[src/logic/spi_chan_pkg.sv]
// Register map, field layout and constants of the SPI mask and channel bank
package spi_chan_pkg;
	localparam logic [7:0] OFF_IRQ_ENABLE_CMD = 8'h14;
	localparam logic [7:0] OFF_IRQ_DISABLE_CMD = 8'h18;
	localparam logic [7:0] OFF_IRQ_ENABLE_STATE = 8'h1c;
	localparam logic [7:0] OFF_RX_BUFFER_ADDRESS = 8'h20;
	localparam logic [7:0] OFF_RX_BUFFER_COUNT = 8'h24;
	localparam logic [7:0] OFF_TX_BUFFER_ADDRESS = 8'h28;
	localparam logic [7:0] OFF_TX_BUFFER_COUNT = 8'h2c;
	localparam logic [7:0] OFF_IRQ_STATUS = 8'h30;
	localparam int NUM_SRC = 6;
	localparam int POS_RECEIVE_FULL = 0;
	localparam int POS_TRANSMIT_EMPTY = 1;
	localparam int POS_MODE_FAULT = 2;
	localparam int POS_OVERRUN = 3;
	localparam int POS_RECEIVE_END = 4;
	localparam int POS_TRANSMIT_END = 5;
	localparam int COUNT_WIDTH = 16;
	localparam logic [5:0] RESET_MASK = 6'h00;
	localparam logic [31:0] RESET_ADDRESS = 32'h0000_0000;
	localparam logic [15:0] RESET_COUNT = 16'h0000;
	localparam logic [31:0] WORD_BYTES = 32'h0000_0004;
	typedef enum logic [1:0] {CH_IDLE, CH_REQ, CH_DONE} chan_state_t;
endpackage : spi_chan_pkg

[src/logic/spi_irq_mask_and_dma_regs.sv]
// SPI interrupt mask registers and the two data channel register sets
// Summary of operation
// RULE1 - Disable command: a one in bits 0..5 clears that mask bit.
// RULE2 - Mask state reads one bit per source, one means enabled, resets zero.
// RULE3 - A source whose mask bit is zero never requests an interrupt.
// RULE4 - Software loads the 32-bit receive pointer before a receive transfer.
// RULE5 - Software loads the 16-bit receive count; upper bits unused.
// RULE6 - No receive transfers while the receive count is zero.
// RULE7 - Nonzero receive count and receive full start a word move to memory.
// RULE8 - Software loads the 32-bit transmit pointer before transmit transfers.
// RULE9 - Software loads the 16-bit transmit count field.
// RULE10 - No transmit transfers while the transmit count is zero.
// RULE11 - Nonzero transmit count and transmit empty fetch next word.
// RULE12 - Enable command: a one sets that mask bit.
// RULE13 - Receive full sets on a new word, holds until the data is read.
// RULE14 - Receive end flag reads one while receive end signal is active.
// RULE15 - Transmit end flag reads one while transmit end signal is active.
// RULE16 - Each transfer moves a word, pointer plus four, count minus one.
// RULE17 - Interrupt is OR of each status flag ANDed with its mask bit.
//
// The APB register port was left to the implementer.
`timescale 1ns/1ps
`default_nettype none
module spi_irq_mask_and_dma_regs
	import spi_chan_pkg::*;
(
	// Clock and reset
	input wire logic pclk,
	input wire logic presetn,
	// APB slave
	input wire logic psel,
	input wire logic penable,
	input wire logic pwrite,
	input wire logic [7:0] paddr,
	input wire logic [31:0] pwdata,
	output logic [31:0] prdata,
	output logic pready,
	output logic pslverr,
	// Serial unit events and data
	input wire logic rx_word_loaded,
	input wire logic [15:0] rx_word,
	input wire logic rx_data_read,
	input wire logic transmit_empty_flag,
	input wire logic mode_fault_event,
	input wire logic overrun_event,
	output logic [15:0] tx_word,
	output logic tx_word_load,
	// Receive channel memory write port
	output logic rx_mem_req,
	output logic [31:0] rx_mem_addr,
	output logic [31:0] rx_mem_wdata,
	input wire logic rx_mem_ack,
	// Transmit channel memory read port
	output logic tx_mem_req,
	output logic [31:0] tx_mem_addr,
	input wire logic [31:0] tx_mem_rdata,
	input wire logic tx_mem_ack,
	// Status and interrupt
	output logic receive_full_flag,
	output logic irq
);
	import spi_chan_pkg::*;
	logic wr_en;
	logic rd_en;
	logic [NUM_SRC-1:0] mask;
	logic [NUM_SRC-1:0] sticky;
	logic [NUM_SRC-1:0] status;
	logic [NUM_SRC-1:0] event_in;
	logic [15:0] rx_hold;
	logic receive_end_flag;
	logic transmit_end_flag;
	logic [31:0] rx_address_field;
	logic [31:0] tx_address_field;
	logic [COUNT_WIDTH-1:0] rx_count_field;
	logic [COUNT_WIDTH-1:0] tx_count_field;
	logic rx_done;
	logic tx_done;
	logic rx_trigger;
	logic tx_trigger;
	logic mapped;
	logic [31:0] next_rdata;
	logic wr_irq_enable;
	logic wr_irq_disable;
	logic wr_rx_address;
	logic wr_rx_count;
	logic wr_tx_address;
	logic wr_tx_count;
	logic wr_status;
	logic rx_end_q;
	logic tx_end_q;

	// Read mux packs fixed field widths; refuse a package that breaks them
	generate
		if (NUM_SRC != 32'h6 || COUNT_WIDTH != 32'h10) begin : g_bad_layout
			$error("Source count or counter width unsupported");
		end
	endgenerate

	// Zero-wait slave: every access completes in its first access cycle
	assign pready = 1'b1;
	assign wr_en = psel && penable && pwrite;
	// Read data is picked up in the setup cycle, not the access cycle
	assign rd_en = psel && !penable && !pwrite;

	// Write strobes, one register per access cycle
	always_comb begin
		wr_irq_enable = 1'b0;
		wr_irq_disable = 1'b0;
		wr_rx_address = 1'b0;
		wr_rx_count = 1'b0;
		wr_tx_address = 1'b0;
		wr_tx_count = 1'b0;
		wr_status = 1'b0;
		if (wr_en) begin
			if (paddr == OFF_IRQ_ENABLE_CMD) begin
				wr_irq_enable = 1'b1;
			end else if (paddr == OFF_IRQ_DISABLE_CMD) begin
				wr_irq_disable = 1'b1;
			end else if (paddr == OFF_RX_BUFFER_ADDRESS) begin
				wr_rx_address = 1'b1;
			end else if (paddr == OFF_RX_BUFFER_COUNT) begin
				wr_rx_count = 1'b1;
			end else if (paddr == OFF_TX_BUFFER_ADDRESS) begin
				wr_tx_address = 1'b1;
			end else if (paddr == OFF_TX_BUFFER_COUNT) begin
				wr_tx_count = 1'b1;
			end else if (paddr == OFF_IRQ_STATUS) begin
				wr_status = 1'b1;
			end
		end
	end

	// Receive data holding register and its full flag
	always_ff @(posedge pclk or negedge presetn) begin
		if (!presetn) begin
			rx_hold <= 16'h0000;
		end else if (rx_word_loaded) begin
			rx_hold <= rx_word;
		end
	end

	// RULE13 full flag hold
	always_ff @(posedge pclk or negedge presetn) begin
		if (!presetn) begin
			receive_full_flag <= 1'b0;
		end else if (rx_word_loaded) begin
			receive_full_flag <= 1'b1;
		end else if (rx_data_read || rx_done) begin
			receive_full_flag <= 1'b0;
		end
	end

	// RULE7 receive start
	assign rx_trigger = receive_full_flag;
	// RULE11 transmit start
	assign tx_trigger = transmit_empty_flag;

	// Receive channel; count gating lives inside the channel
	// RULE6 zero count idle
	spi_data_channel u_rx (
		.pclk(pclk),
		.presetn(presetn),
		.load_address(wr_rx_address),
		.load_count(wr_rx_count),
		.wdata(pwdata),
		.trigger(rx_trigger),
		.mem_req(rx_mem_req),
		.mem_ack(rx_mem_ack),
		.mem_addr(rx_mem_addr),
		.address(rx_address_field),
		.count(rx_count_field),
		.end_of_transfer(receive_end_flag),
		.word_done(rx_done)
	);
	assign rx_mem_wdata = {16'h0000, rx_hold};

	// Transmit channel
	// RULE10 zero count idle
	spi_data_channel u_tx (
		.pclk(pclk),
		.presetn(presetn),
		.load_address(wr_tx_address),
		.load_count(wr_tx_count),
		.wdata(pwdata),
		.trigger(tx_trigger),
		.mem_req(tx_mem_req),
		.mem_ack(tx_mem_ack),
		.mem_addr(tx_mem_addr),
		.address(tx_address_field),
		.count(tx_count_field),
		.end_of_transfer(transmit_end_flag),
		.word_done(tx_done)
	);

	// Fetched word goes to the transmit data register as a one-cycle load
	always_ff @(posedge pclk or negedge presetn) begin
		if (!presetn) begin
			tx_word <= 16'h0000;
			tx_word_load <= 1'b0;
		end else begin
			tx_word_load <= tx_done;
			if (tx_done) begin
				tx_word <= tx_mem_rdata[15:0];
			end
		end
	end

	// Event sources per bit; end flags are rising edges of the end signals
	always_ff @(posedge pclk or negedge presetn) begin
		if (!presetn) begin
			rx_end_q <= 1'b1;
			tx_end_q <= 1'b1;
		end else begin
			rx_end_q <= receive_end_flag;
			tx_end_q <= transmit_end_flag;
		end
	end
	assign event_in[POS_RECEIVE_FULL] = rx_word_loaded;
	assign event_in[POS_TRANSMIT_EMPTY] = 1'b0;
	assign event_in[POS_MODE_FAULT] = mode_fault_event;
	assign event_in[POS_OVERRUN] = overrun_event;
	assign event_in[POS_RECEIVE_END] = receive_end_flag && !rx_end_q;
	assign event_in[POS_TRANSMIT_END] = transmit_end_flag && !tx_end_q;

	// Sticky status per source; a set in the clear cycle wins
	genvar gi;
	generate
		for (gi = 0; gi < NUM_SRC; gi++) begin : g_src
			always_ff @(posedge pclk or negedge presetn) begin
				if (!presetn) begin
					sticky[gi] <= 1'b0;
				end else if (event_in[gi]) begin
					sticky[gi] <= 1'b1;
				end else if (wr_status && pwdata[gi]) begin
					sticky[gi] <= 1'b0;
				end
			end
		end
	endgenerate

	// Full and empty flags read live; end flags read the live signal ORed with the sticky edge bit
	assign status[POS_RECEIVE_FULL] = receive_full_flag;
	assign status[POS_TRANSMIT_EMPTY] = transmit_empty_flag;
	assign status[POS_MODE_FAULT] = sticky[POS_MODE_FAULT];
	assign status[POS_OVERRUN] = sticky[POS_OVERRUN];
	// RULE14 receive end level
	assign status[POS_RECEIVE_END] = receive_end_flag || sticky[POS_RECEIVE_END];
	// RULE15 transmit end level
	assign status[POS_TRANSMIT_END] = transmit_end_flag || sticky[POS_TRANSMIT_END];

	// Mask: enable sets, disable clears; disable wins if both in one write
	always_ff @(posedge pclk or negedge presetn) begin
		if (!presetn) begin
			mask <= RESET_MASK;
		// RULE1 disable clears
		end else if (wr_irq_disable) begin
			mask <= mask & ~pwdata[NUM_SRC-1:0];
		// RULE12 enable sets
		end else if (wr_irq_enable) begin
			mask <= mask | pwdata[NUM_SRC-1:0];
		end
	end

	// RULE3 masked sources blocked
	// RULE17 OR of gated flags
	assign irq = |(status & mask);

	// Address decode and read mux
	always_comb begin
		next_rdata = 32'h0000_0000;
		mapped = 1'b1;
		if (paddr == OFF_IRQ_ENABLE_CMD || paddr == OFF_IRQ_DISABLE_CMD) begin
			next_rdata = 32'h0000_0000;
		// RULE2 mask readback
		end else if (paddr == OFF_IRQ_ENABLE_STATE) begin
			next_rdata = {26'h0000000, mask};
		// RULE4 receive pointer
		end else if (paddr == OFF_RX_BUFFER_ADDRESS) begin
			next_rdata = rx_address_field;
		// RULE5 receive count
		end else if (paddr == OFF_RX_BUFFER_COUNT) begin
			next_rdata = {16'h0000, rx_count_field};
		// RULE8 transmit pointer
		end else if (paddr == OFF_TX_BUFFER_ADDRESS) begin
			next_rdata = tx_address_field;
		// RULE9 transmit count
		end else if (paddr == OFF_TX_BUFFER_COUNT) begin
			next_rdata = {16'h0000, tx_count_field};
		end else if (paddr == OFF_IRQ_STATUS) begin
			next_rdata = {26'h0000000, status};
		end else begin
			mapped = 1'b0;
		end
	end

	// Read data registered in the setup cycle so it is stable in access
	always_ff @(posedge pclk or negedge presetn) begin
		if (!presetn) begin
			prdata <= 32'h0000_0000;
		end else if (rd_en) begin
			prdata <= next_rdata;
		end
	end

	// Unmapped address answers with an error in the access cycle
	assign pslverr = psel && penable && !mapped;
endmodule : spi_irq_mask_and_dma_regs
`default_nettype wire

[src/logic/spi_data_channel.sv]
// One data channel: pointer, counter and one-word memory transfer sequencer
`timescale 1ns/1ps
`default_nettype none
module spi_data_channel
	import spi_chan_pkg::*;
(
	// Clock and reset
	input wire logic pclk,
	input wire logic presetn,
	// Software loads
	input wire logic load_address,
	input wire logic load_count,
	input wire logic [31:0] wdata,
	// Request from the serial side
	input wire logic trigger,
	// Memory port
	output logic mem_req,
	input wire logic mem_ack,
	output logic [31:0] mem_addr,
	// State
	output logic [31:0] address,
	output logic [spi_chan_pkg::COUNT_WIDTH-1:0] count,
	output logic end_of_transfer,
	output logic word_done
);
	import spi_chan_pkg::*;
	chan_state_t state;
	logic [31:0] next_address;

	assign next_address = address + WORD_BYTES;
	assign mem_req = (state == CH_REQ);
	assign mem_addr = address;
	// RULE16 end signal
	assign end_of_transfer = (count == RESET_COUNT);
	assign word_done = (state == CH_REQ) && mem_ack;

	// Sequencer; DONE gives the flag source a cycle to drop
	always_ff @(posedge pclk or negedge presetn) begin
		if (!presetn) begin
			state <= CH_IDLE;
		end else begin
			case (state)
				CH_IDLE: begin
					if (trigger && !end_of_transfer) begin
						state <= CH_REQ;
					end
				end
				CH_REQ: begin
					if (mem_ack) begin
						state <= CH_DONE;
					end
				end
				default: begin
					state <= CH_IDLE;
				end
			endcase
		end
	end

	// Pointer; a software load wins over a step in the same cycle
	always_ff @(posedge pclk or negedge presetn) begin
		if (!presetn) begin
			address <= RESET_ADDRESS;
		end else if (load_address) begin
			address <= wdata;
		// RULE16 pointer advance
		end else if (word_done) begin
			address <= next_address;
		end
	end

	// Counter
	always_ff @(posedge pclk or negedge presetn) begin
		if (!presetn) begin
			count <= RESET_COUNT;
		end else if (load_count) begin
			count <= wdata[COUNT_WIDTH-1:0];
		// RULE16 counter decrement
		end else if (word_done) begin
			count <= count - 16'h0001;
		end
	end
endmodule : spi_data_channel
`default_nettype wire

[config.mk]
export PLATFORM = sky130hd
export DESIGN_NAME = spi_irq_mask_and_dma_regs
export DESIGN_NICKNAME = d
export VERILOG_FILES = /design/src/logic/spi_chan_pkg.sv /design/src/logic/spi_irq_mask_and_dma_regs.sv /design/src/logic/spi_data_channel.sv
export SDC_FILE = /design/constraint.sdc
export NUM_CORES = 1
export LEC_CHECK = 0
export ABC_AREA = 0
export BUFFER_PORTS_ARGS = -buffer_cell sky130_fd_sc_hd__buf_2
export CAP_MARGIN = 20
export CORE_ASPECT_RATIO = 1.2
export CORE_MARGIN = 2
export CORE_UTILIZATION = 48
export DETAILED_ROUTE_END_ITERATION = 8
export GPL_TIMING_DRIVEN = 0
export HOLD_SLACK_MARGIN = 0.03
export PLACE_DENSITY = 0.83
export SLEW_MARGIN = 10
export SYNTH_ARGS = -nofsm -noshare
export SYNTH_HDL_FRONTEND = slang
export SYNTH_SLANG_ARGS = --single-unit
[constraint.sdc]
create_clock -name pclk -period 2.3 [get_ports pclk]
set_clock_uncertainty 0.15 [all_clocks]
set_input_delay 0.23 -clock pclk [delete_from_list [all_inputs] [get_ports pclk]]
set_output_delay 0.23 -clock pclk [all_outputs]
set_load 0.01 [all_outputs]
Word level (Yosys, flattened, before mapping)

Index checks and enable logic that the tools add are counted.

Output and inout bits: 151
Register bits after elaboration: 178
Input port bits: 100
Word-level logic and storage cells: 157
Memories kept: 0
Memory bits (read-only): 0
Bits in latches: 0
Bits in writable memories: 0

Bitwise logic cells: 4
Mux-type cells: 74
Shift-type cells: 0
Eq/ne operators: 14
Add/sub/neg operators: 4
Multipliers: 0
Magnitude comparators: 0
Reduce and logical (&&, ||, !) cells: 43
Div/mod/pow operators: 0

Operator list:

| operator                                               | number |
|---|---|
| 2-to-1 mux 32 bit                                      | 9 |
| 2-to-1 mux 16 bit                                      | 5 |
| adder 32 x 3 -> 32 bit (second input constant)         | 2 |
| 2-to-1 mux 1 bit                                       | 51 |
| == test 8 x 6 -> 1 bit (second input constant)         | 5 |
| zero test 16 bit                                       | 2 |
| subtractor 16 x 1 -> 16 bit (second input constant)    | 2 |
| == test 8 x 5 -> 1 bit (second input constant)         | 3 |
| nonzero test 2 bit                                     | 10 |
| 2-to-1 mux 6 bit                                       | 3 |
| logical AND 1 bit                                      | 15 |
| bitwise AND 6 bit                                      | 2 |
| 2-to-1 mux 2 bit                                       | 4 |
| inequality test 2 x 1 -> 1 bit (second input constant) | 4 |
| case mux 2 bit (2 select lines)                        | 2 |
| zero test 1 bit                                        | 7 |
| inverter 6 bit                                         | 1 |
| bitwise OR 6 bit                                       | 1 |
| OR reduction 6 bit                                     | 1 |
| == test 2 x 1 -> 1 bit (second input constant)         | 2 |
| zero test 2 bit                                        | 2 |
| logical OR 1 bit                                       | 4 |
| AND reduction 2 bit                                    | 2 |

Depth between registers and ports, before layout

Gate-level depths: netlist of the first run.

Word-level depth: 12
Mapped depth: 8
Gate-level depth less buffers: 7

Modules after synthesis

From an unflattened synthesis of the first run, not the netlist that was laid out.

Cell total of the unflattened synthesis: 1067
Area, all modules: 10237.3 um2

Modules (own cells, without submodules):

| module                    | cells each | area an instance (um2) | seq. area each (um2) | times used |
|---|---|---|---|---|
| spi_irq_mask_and_dma_regs | 363        | 4121.5                 | 1954.4               | 1 |
| spi_data_channel (u_rx)   | 354        | 3081.7                 | 1251.2               | 1 |
| spi_data_channel (u_tx)   | 350        | 3034.2                 | 1251.2               | 1 |

Worst setup path after synthesis of the first run

OpenSTA, ideal clock, no wires.

Kind: register to register
Start point: register u_tx.address[4]
End point: register u_tx.address[31]
Data required time: 2.068 ns
Path slack: 0.044 ns
Arrival time: 2.024 ns
Buffers on the path: 0
Cell stages (with the launch flop): 6
Period minus slack after synthesis: 2.256 ns
Path through: dfrtp_1 > nand3_4 > or3_4 > or4_4 > or3_1 > a31oi_1

Cells in the longest elaborated chain, start to end: 3

Ends and longest elaborated chain:

| element                | RTL line               | text |
|---|---|---|
| start, declared        | spi_data_channel.sv:21 | `output logic [31:0] address,` |
| start signal, assigned | spi_data_channel.sv:65 | `address <= wdata;` |
| start signal, assigned | spi_data_channel.sv:68 | `address <= next_address;` |
| adder 32 x 3 -> 32 bit | spi_data_channel.sv:30 | `assign next_address = address + WORD_BYTES;` |
| 2-to-1 mux 32 bit      | spi_data_channel.sv:67 | `end else if (word_done) begin` |
| 2-to-1 mux 32 bit      | spi_data_channel.sv:64 | `end else if (load_address) begin` |

Every way passes these cells. The select of a mux whose other input is x is not followed.
A chain may end at the register's enable or synchronous reset.

Worst setup path in the final report of the first run

Start point: register u_rx.count[13] in the netlist's numbering
End point: output port irq

Cells in the longest elaborated chain, start to end: 4

Ends and longest elaborated chain:

| element                | RTL line                         | text |
|---|---|---|
| start, declared        | spi_data_channel.sv:22           | `output logic [spi_chan_pkg::COUNT_WIDTH-1:0] count,` |
| start signal, assigned | spi_data_channel.sv:77           | `count <= wdata[COUNT_WIDTH-1:0];` |
| start signal, assigned | spi_data_channel.sv:80           | `count <= count - 16'h0001;` |
| zero test 16 bit       | spi_data_channel.sv:34           | `assign end_of_transfer = (count == RESET_COUNT);` |
| net receive_end_flag   | spi_irq_mask_and_dma_regs.sv:70  | `logic receive_end_flag;` |
| logical OR 1 bit       | spi_irq_mask_and_dma_regs.sv:247 | `assign status[POS_RECEIVE_END] = receive_end_flag \|\| sticky[POS_RECEIVE_END];` |
| bitwise AND 6 bit      | spi_irq_mask_and_dma_regs.sv:266 | `assign irq = \|(status & mask);` |
| OR reduction 6 bit     | spi_irq_mask_and_dma_regs.sv:266 |  |
| end, declared          | spi_irq_mask_and_dma_regs.sv:60  | `output logic irq` |

The timed path passes the listed nets, and every way through them passes these cells.

==> results.cfg, run 1 <==
[finish]
area_growth_pct = 34.5
nFillCells = 1519
finish.net_count = 1459
fin_cells = 1627
post_route_cells_drive_above_1_share = 0.291
final_common_cell = sky130_fd_sc_hd__buf_2
final_cell_area_mm2 = 0.0126
layout.cells.most_common_list = sky130_fd_sc_hd__buf_2 (223), sky130_fd_sc_hd__dfrtp_1 (163), sky130_fd_sc_hd__nand2_1 (153), sky130_fd_sc_hd__nor2_1 (78), sky130_fd_sc_hd__a21oi_1 (76)
insertedDiodeCount = 0

[run_status]
violations = setup timing
status = finished with violations

[clock_network]
worstSkewPairLatency_ns = 0.44
cts_tree = done
clk_pin_slew_ns = 0.07
cts_buffer_depth = 2
clk_root_buffer_cell = sky130_fd_sc_hd__clkbuf_16
cts_buffer_count = 17
cts_htree_levels = 4
tritoncts_num_sinks = 178

[global_routing]
globalRoute.totalOverflow = 0
grt_start_max_net_pins = 99
global_route_wire_length_before_repair_um = 48500
first_global_vias = 9083
grt_antenna_before_repair = 0
grt_util_all_layers = 0.302

[sta]
period_share = 1.11
report.final.hold_viol_count = 0
finalMaxSlewViolations = 0
setup-tns-final_ns = -0.256
timing.final.crit_period_ns = 2.56
rsz_0062_raised_after_global_routing = yes
maximum_operating_frequency_mhz = 391
fin_ws_ns = -0.256
hold_slack_ns = 0.110
finalSetupViolCount = 1
tightest_slew_ns = 0.888
timing.slew.headroom = 0.402

[pwr]
cell_internal_pwr_w = 0.00631
clkPwrFrac = 0.301
power_density_mw_per_mm2 = 759
leakagePower_nw = 5.88
power_frac_seq = 0.445
power.switching_w = 0.00328
power_frac_comb = 0.254
power_w = 0.00960
p_sw_frac = 0.342
max_ir_drop_vdd_mv = 0.721

[routing]
drt-total-wl_um = 31800
remaining_drc_errors = 0
route.detailed.wl_per_inst_um = 19.5
postRouteAntennaNets = 0
viasPerCell = 5.74
drtPass1Iterations = 7
detailroute.via_count = 9344
first_iter_violations = 883

[floorplan]
io-pin-count = 251
initial_core_utilization = 0.484
design.die.area_mm2 = 0.0207
rows = 56
core_mm2 = 0.0194
chipHeight_um = 157
die_width_um = 132

[worst_setup_path]
timing.critical_path.arrival_ns = 2.18
cp-start-kind = register
cp.buffers_inverters = 1
cells_along_the_critical_path = or4_4 > nor4_4 > a21oi_2 > nand2_1 > buf_2
worst-setup-path-type = register to output pin
critical-path-top-delay-family = simple AND/OR/NAND/NOR gates
cp_max_fo = 5
crit_path_end_kind = output pin
critical_path_required_ns = 1.92
timing.critical_path.slowest_stage_cell = sky130_fd_sc_hd__or4_4
slowest_delay_ns = 0.56

[synth]
netlist-cell-type-count = 59
syn_inst = 999
yosys_warnings = 0
synth_sequential_area_ratio = 0.474
synth.cell_area_mm2 = 0.00940
asyncSetResetFlopFracSynth = 1.00
synth_seq_cells = 178
per_instance_average_area_after_synthesis_um2 = 9.41
synth_enable_flop_cells = 0
postSynth.topFlopCell = sky130_fd_sc_hd__dfrtp_1

[place]
place.detailed.hpwl_um = 22200
gp_routability_congestion = 0.956
dp_cells = 1492
postPlaceCellArea_mm2 = 0.0109
port_buffers = 216

[worst_hold_path]
timing.hold.worst.class = input pin to register

[flow_run]
max-cap-violations = 0
final timing paths:
check | cells after the start | slack (ns) | from | to
worst max-delay path | 5 | -0.26 | u_rx.count[13] | irq
worst min-delay path | 4 | 0.11 | paddr[3] | prdata[1]
worst max register to register | 5 | 0.01 | u_tx.address[13] | u_tx.address[31]
worst min register to register | 2 | 0.32 | tx_word[7] | tx_word[7]
max in group asynchronous | 3 | 0.84 | presetn | u_tx.address[15]
min in group asynchronous | 2 | 0.22 | presetn | rx_hold[3]
registers in the layout, indices dropped and copies added (netlist names), 2 cells and up, named ones only:
| signal | flops |
|---|---|
| u_rx.count | 16 |
| status | 2 |
| u_tx.count | 16 |
| u_rx.state | 2 |
| prdata | 32 |
| u_tx.state | 2 |
| u_tx.address | 32 |
| rx_hold | 16 |
| tx_word | 16 |
| sticky | 2 |
| u_rx.address | 32 |
stage by stage:
stage	setup slack, ns	util
final	-0.256	0.651
after global routing	-0.311	0.651
after CTS	-0.257	0.641
after floorplan	0.0444	-
after detailed placement	-0.602	0.562
after global placement	-1.97	0.560
timing repair:
item,in CTS,in global routing
resized for setup,33,26
hold buffers,72,0
hold endpoints to repair,219,0
pin swaps,7,11
setup buffers,15,19
cloned,0,0
endpoints found under the setup margin,41,53
layer usage:
layer  track usage  vias to the layer above  wire length (um)
met3        0.0638                      123              3010
met1         0.365                     4428             11800
met2         0.516                      595             15400
met4         0.150                        0              1530
li1              -                     4198                 -
met5             0                        -                 0
worst reg2reg max path, stage by stage (launching register included):
cell and delay [ns]:
sky130_fd_sc_hd__dfrtp_2 0.46, sky130_fd_sc_hd__and3_4 0.23, sky130_fd_sc_hd__nand4_1 0.20, sky130_fd_sc_hd__or4_4 0.63
sky130_fd_sc_hd__or3_1 0.37, sky130_fd_sc_hd__a31oi_1 0.17
area by class of cell:
| type | count | area (um2) | share of cell area |
|---|---|---|---|
| timing repair buffer | 323 | 2090 | 0.166 |
| clock buffer | 18 | 429 | 0.0339 |
| inverter | 16 | 60.1 | 0.00475 |
| buffer | 65 | 328 | 0.0259 |
| sequential | 178 | 4470 | 0.354 |
| multi-input combinational | 752 | 4790 | 0.379 |
| clock inverter | 14 | 144 | 0.0114 |
| tap | 261 | 327 | 0.0258 |
cell usage after synthesis (all sizes together), types with 4 or more instances:
cell type | number | area, um2
nor2 | 80 | 300
nand3b | 5 | 37.5
xnor2 | 38 | 333
nand2b | 9 | 56.3
clkbuf | 39 | 146
o21ai | 65 | 325
dfrtp | 176 | 4400
and3 | 8 | 50.1
inv | 16 | 60.1
or3 | 12 | 80.1
ha | 6 | 75.1
nand3 | 32 | 173
and4 | 4 | 35.0
buf | 29 | 183
nor3 | 21 | 105
a41oi | 6 | 52.6
nand2 | 155 | 582
nor4 | 21 | 159
nand4 | 28 | 175
or4 | 6 | 48.8
mux4 | 10 | 225
a21oi | 77 | 385
xor2 | 45 | 394
a31oi | 8 | 50.1
mux2 | 22 | 248
mux2i | 21 | 210
a22o | 11 | 96.3
nor2b | 8 | 50.1
power groups by stage:
stage               registers (W)  clock network, W  logic (W)
floorplan                 0.00425                 0    0.00117
global placement          0.00425                 0    0.00202
detailed placement        0.00427                 0    0.00208
CTS                       0.00421           0.00290    0.00236
global route              0.00433           0.00303    0.00267
finish                    0.00427           0.00289    0.00244
logic make-up (layout without fill, tap and decap cells):
family                   after synthesis  in the layout  synth area share
XOR/XNOR                              83             83            0.0773
AO/OA/AOI/OAI                        189            189             0.116
buffers and inverters                 84            436            0.0414
multiplexers                          53             53            0.0727
flip-flops                           178            178             0.474
other                                  2             17          0.000799
AND/OR/NAND/NOR                      404            404             0.209
adder cells (fa/ha/maj)                6              6           0.00798
Note: power is estimated with default switching activity, not from simulation.
==> inputs of run 2 (changes only) <==
--- a/config.mk
+++ b/config.mk
@@ -10,11 +10,11 @@
 export CAP_MARGIN = 20
 export CORE_ASPECT_RATIO = 1.2
 export CORE_MARGIN = 2
-export CORE_UTILIZATION = 48
+export CORE_UTILIZATION = 58
 export DETAILED_ROUTE_END_ITERATION = 8
 export GPL_TIMING_DRIVEN = 0
 export HOLD_SLACK_MARGIN = 0.03
-export PLACE_DENSITY = 0.83
+export PLACE_DENSITY = 0.93
 export SLEW_MARGIN = 10
 export SYNTH_ARGS = -nofsm -noshare
 export SYNTH_HDL_FRONTEND = slang
==> constraint.sdc (replaced) <==
create_clock -name pclk -period 3.3 [get_ports pclk]
set_clock_uncertainty 0.15 [all_clocks]
set_input_delay 0.33 -clock pclk [delete_from_list [all_inputs] [get_ports pclk]]
set_output_delay 0.33 -clock pclk [all_outputs]
set_load 0.01 [all_outputs]
==> results.cfg, run 2 (synthesis results as in run 1) <==
[routing]
routed_wl_met3_um = 2990
drtPass1Iterations = 6
detailroute.via_count = 9560
first_iter_violations = 1174
postRouteAntennaNets = 0
wl_met2_um = 15800
remaining_drc_errors = 0
route.detailed.wl_per_inst_um = 20.9
route.layer.met1.wl_um = 11100
drt-total-wl_um = 32000
viasPerCell = 6.25
dr.max_layer_used = met5

[finish]
insertedDiodeCount = 0
layout.cells.most_common_list = sky130_fd_sc_hd__buf_2 (223), sky130_fd_sc_hd__dfrtp_1 (176), sky130_fd_sc_hd__nand2_1 (155), sky130_fd_sc_hd__nor2_1 (80), sky130_fd_sc_hd__a21oi_1 (77)
largestRegisters = prdata (32), u_rx.address (32), u_tx.address (32)
final_common_cell = sky130_fd_sc_hd__buf_2
finish.net_count = 1411
final_cell_area_mm2 = 0.0120
area_growth_pct = 27.8
post_route_cells_drive_above_1_share = 0.244

[worst_setup_path]
critical_path_required_ns = 2.82
worst-setup-path-type = register to output pin
timing.critical_path.arrival_ns = 2.63
cp-start-kind = register
crit_path_end_kind = output pin
r2r_slack_ns = 0.20
crit-reg2reg-launch = u_tx.address[2]
worstRegToRegCells = 6
rr_endpoint = u_tx.address[18]
cp_max_fo = 5

[pwr]
power_frac_seq = 0.444
leakagePower_nw = 5.57
cell_internal_pwr_w = 0.00444
max_ir_drop_vdd_mv = 0.514
p_sw_frac = 0.338
power_density_mw_per_mm2 = 558
power_w = 0.00671
power_frac_comb = 0.236
clkPwrFrac = 0.319
power.switching_w = 0.00227

[sta]
maximum_operating_frequency_mhz = 322
finalSetupViolCount = 0
rsz_0062_raised_after_global_routing = no
tightest_slew_ns = 1.03
fin_ws_ns = 0.195
period_share = 0.941
report.final.hold_viol_count = 0
finalMaxSlewViolations = 0
setup-tns-final_ns = 0
hold_slack_ns = 0.0407
timing.slew.headroom = 0.310
timing.final.crit_period_ns = 3.11

[global_routing]
grt_util_all_layers = 0.376
grt_start_max_net_pins = 110
grt_antenna_before_repair = 1
global_route_wire_length_before_repair_um = 49400
globalRoute.totalOverflow = 0
first_global_vias = 9435

[clock_network]
cts_buffer_count = 17
worstSkewPairLatency_ns = 0.45
cts_tree = done
cts_setup_buffers = 0
clk_root_buffer_cell = sky130_fd_sc_hd__clkbuf_16
clk_pin_slew_ns = 0.07
cts_buffer_depth = 2
cts_htree_levels = 4
tritoncts_num_sinks = 178

[worst_hold_path]
hold_end = receive_full_flag
holdPathStages = 3
min-delay-start = rx_data_read
timing.hold.worst.class = input pin to register

[place]
pre_cts_setup_slack_ns = 0.361
place.detailed.hpwl_um = 22000
gp_routability_congestion = 0.974
port_buffers = 216
postPlaceCellArea_mm2 = 0.0108

[floorplan]
initial_core_utilization = 0.585
io-pin-count = 251
chipHeight_um = 143
core_mm2 = 0.0161
design.die.area_mm2 = 0.0172
die_width_um = 120
rows = 51

[run_status]
status = complete, no violations

[flow_run]
max-cap-violations = 0
run 2: worst max path at each step:
| stage | end | slack [ns] | cells past startpoint | startpoint |
|---|---|---|---|---|
| after floorplan | irq | 1.04 | 6 | u_rx.count[0] |
| after global placement | prdata[21] | -0.99 | 1 | presetn |
| after detailed placement | u_tx.address[18] | 0.36 | 6 | u_tx.address[2] |
| after CTS | irq | 0.04 | 7 | u_rx.count[0] |
| after global routing | irq | 0.05 | 7 | u_tx.count[9] |
| final | irq | 0.19 | 7 | u_rx.count[1] |
run 2: layer usage:
metal | GRT usage | up-vias
met4 | 0.244 | 2
met3 | 0.0861 | 173
met1 | 0.429 | 4563
li1 | - | 4108
met5 | 0 | -
met2 | 0.636 | 714
run 2: power by group through the flow:
stage	Clock (W)	Combinational [W]	Sequential, W
after global placement	0	0.00139	0.00296
after floorplan	0	0.000813	0.00296
final	0.00214	0.00159	0.00298
after detailed placement	0	0.00147	0.00298
after CTS	0.00214	0.00154	0.00294
after global routing	0.00224	0.00173	0.00301
run 2: stage by stage:
step           instances  utilization
5_1_grt             1530        0.747
3_3_place_gp        1442        0.672
2_1_floorplan       1014            -
6_report            1530        0.747
3_5_place_dp        1443        0.674
4_1_cts             1530        0.747
run 2: cell type report:
| type | instances | area, um2 |
|---|---|---|
| Sequential cell | 178 | 4460 |
| Timing Repair Buffer | 272 | 1670 |
| Buffer | 68 | 329 |
| Inverter | 16 | 60.1 |
| Clock buffer | 18 | 439 |
| Clock inverter | 14 | 179 |
| Tap cell | 212 | 265 |
| Multi-Input combinational cell | 752 | 4620 |
| Fill cell | 1074 | 4060 |
run 2: what timing repair did:
item / CTS / global route
hold buffers: 55 / 0
endpoints found under the hold margin: 128 / 0
endpoints found under the setup margin: 0 / 1
resized for setup: 0 / 1
run 2: worst max-delay path: stages (launching register included):
cell and delay, ns:
sky130_fd_sc_hd__dfrtp_1 0.43, sky130_fd_sc_hd__inv_1 0.11, sky130_fd_sc_hd__ha_1 0.14, sky130_fd_sc_hd__or4b_2 0.62, sky130_fd_sc_hd__nor4_2 0.53, sky130_fd_sc_hd__a21oi_1 0.14
sky130_fd_sc_hd__nand2_1 0.09, sky130_fd_sc_hd__buf_2 0.12
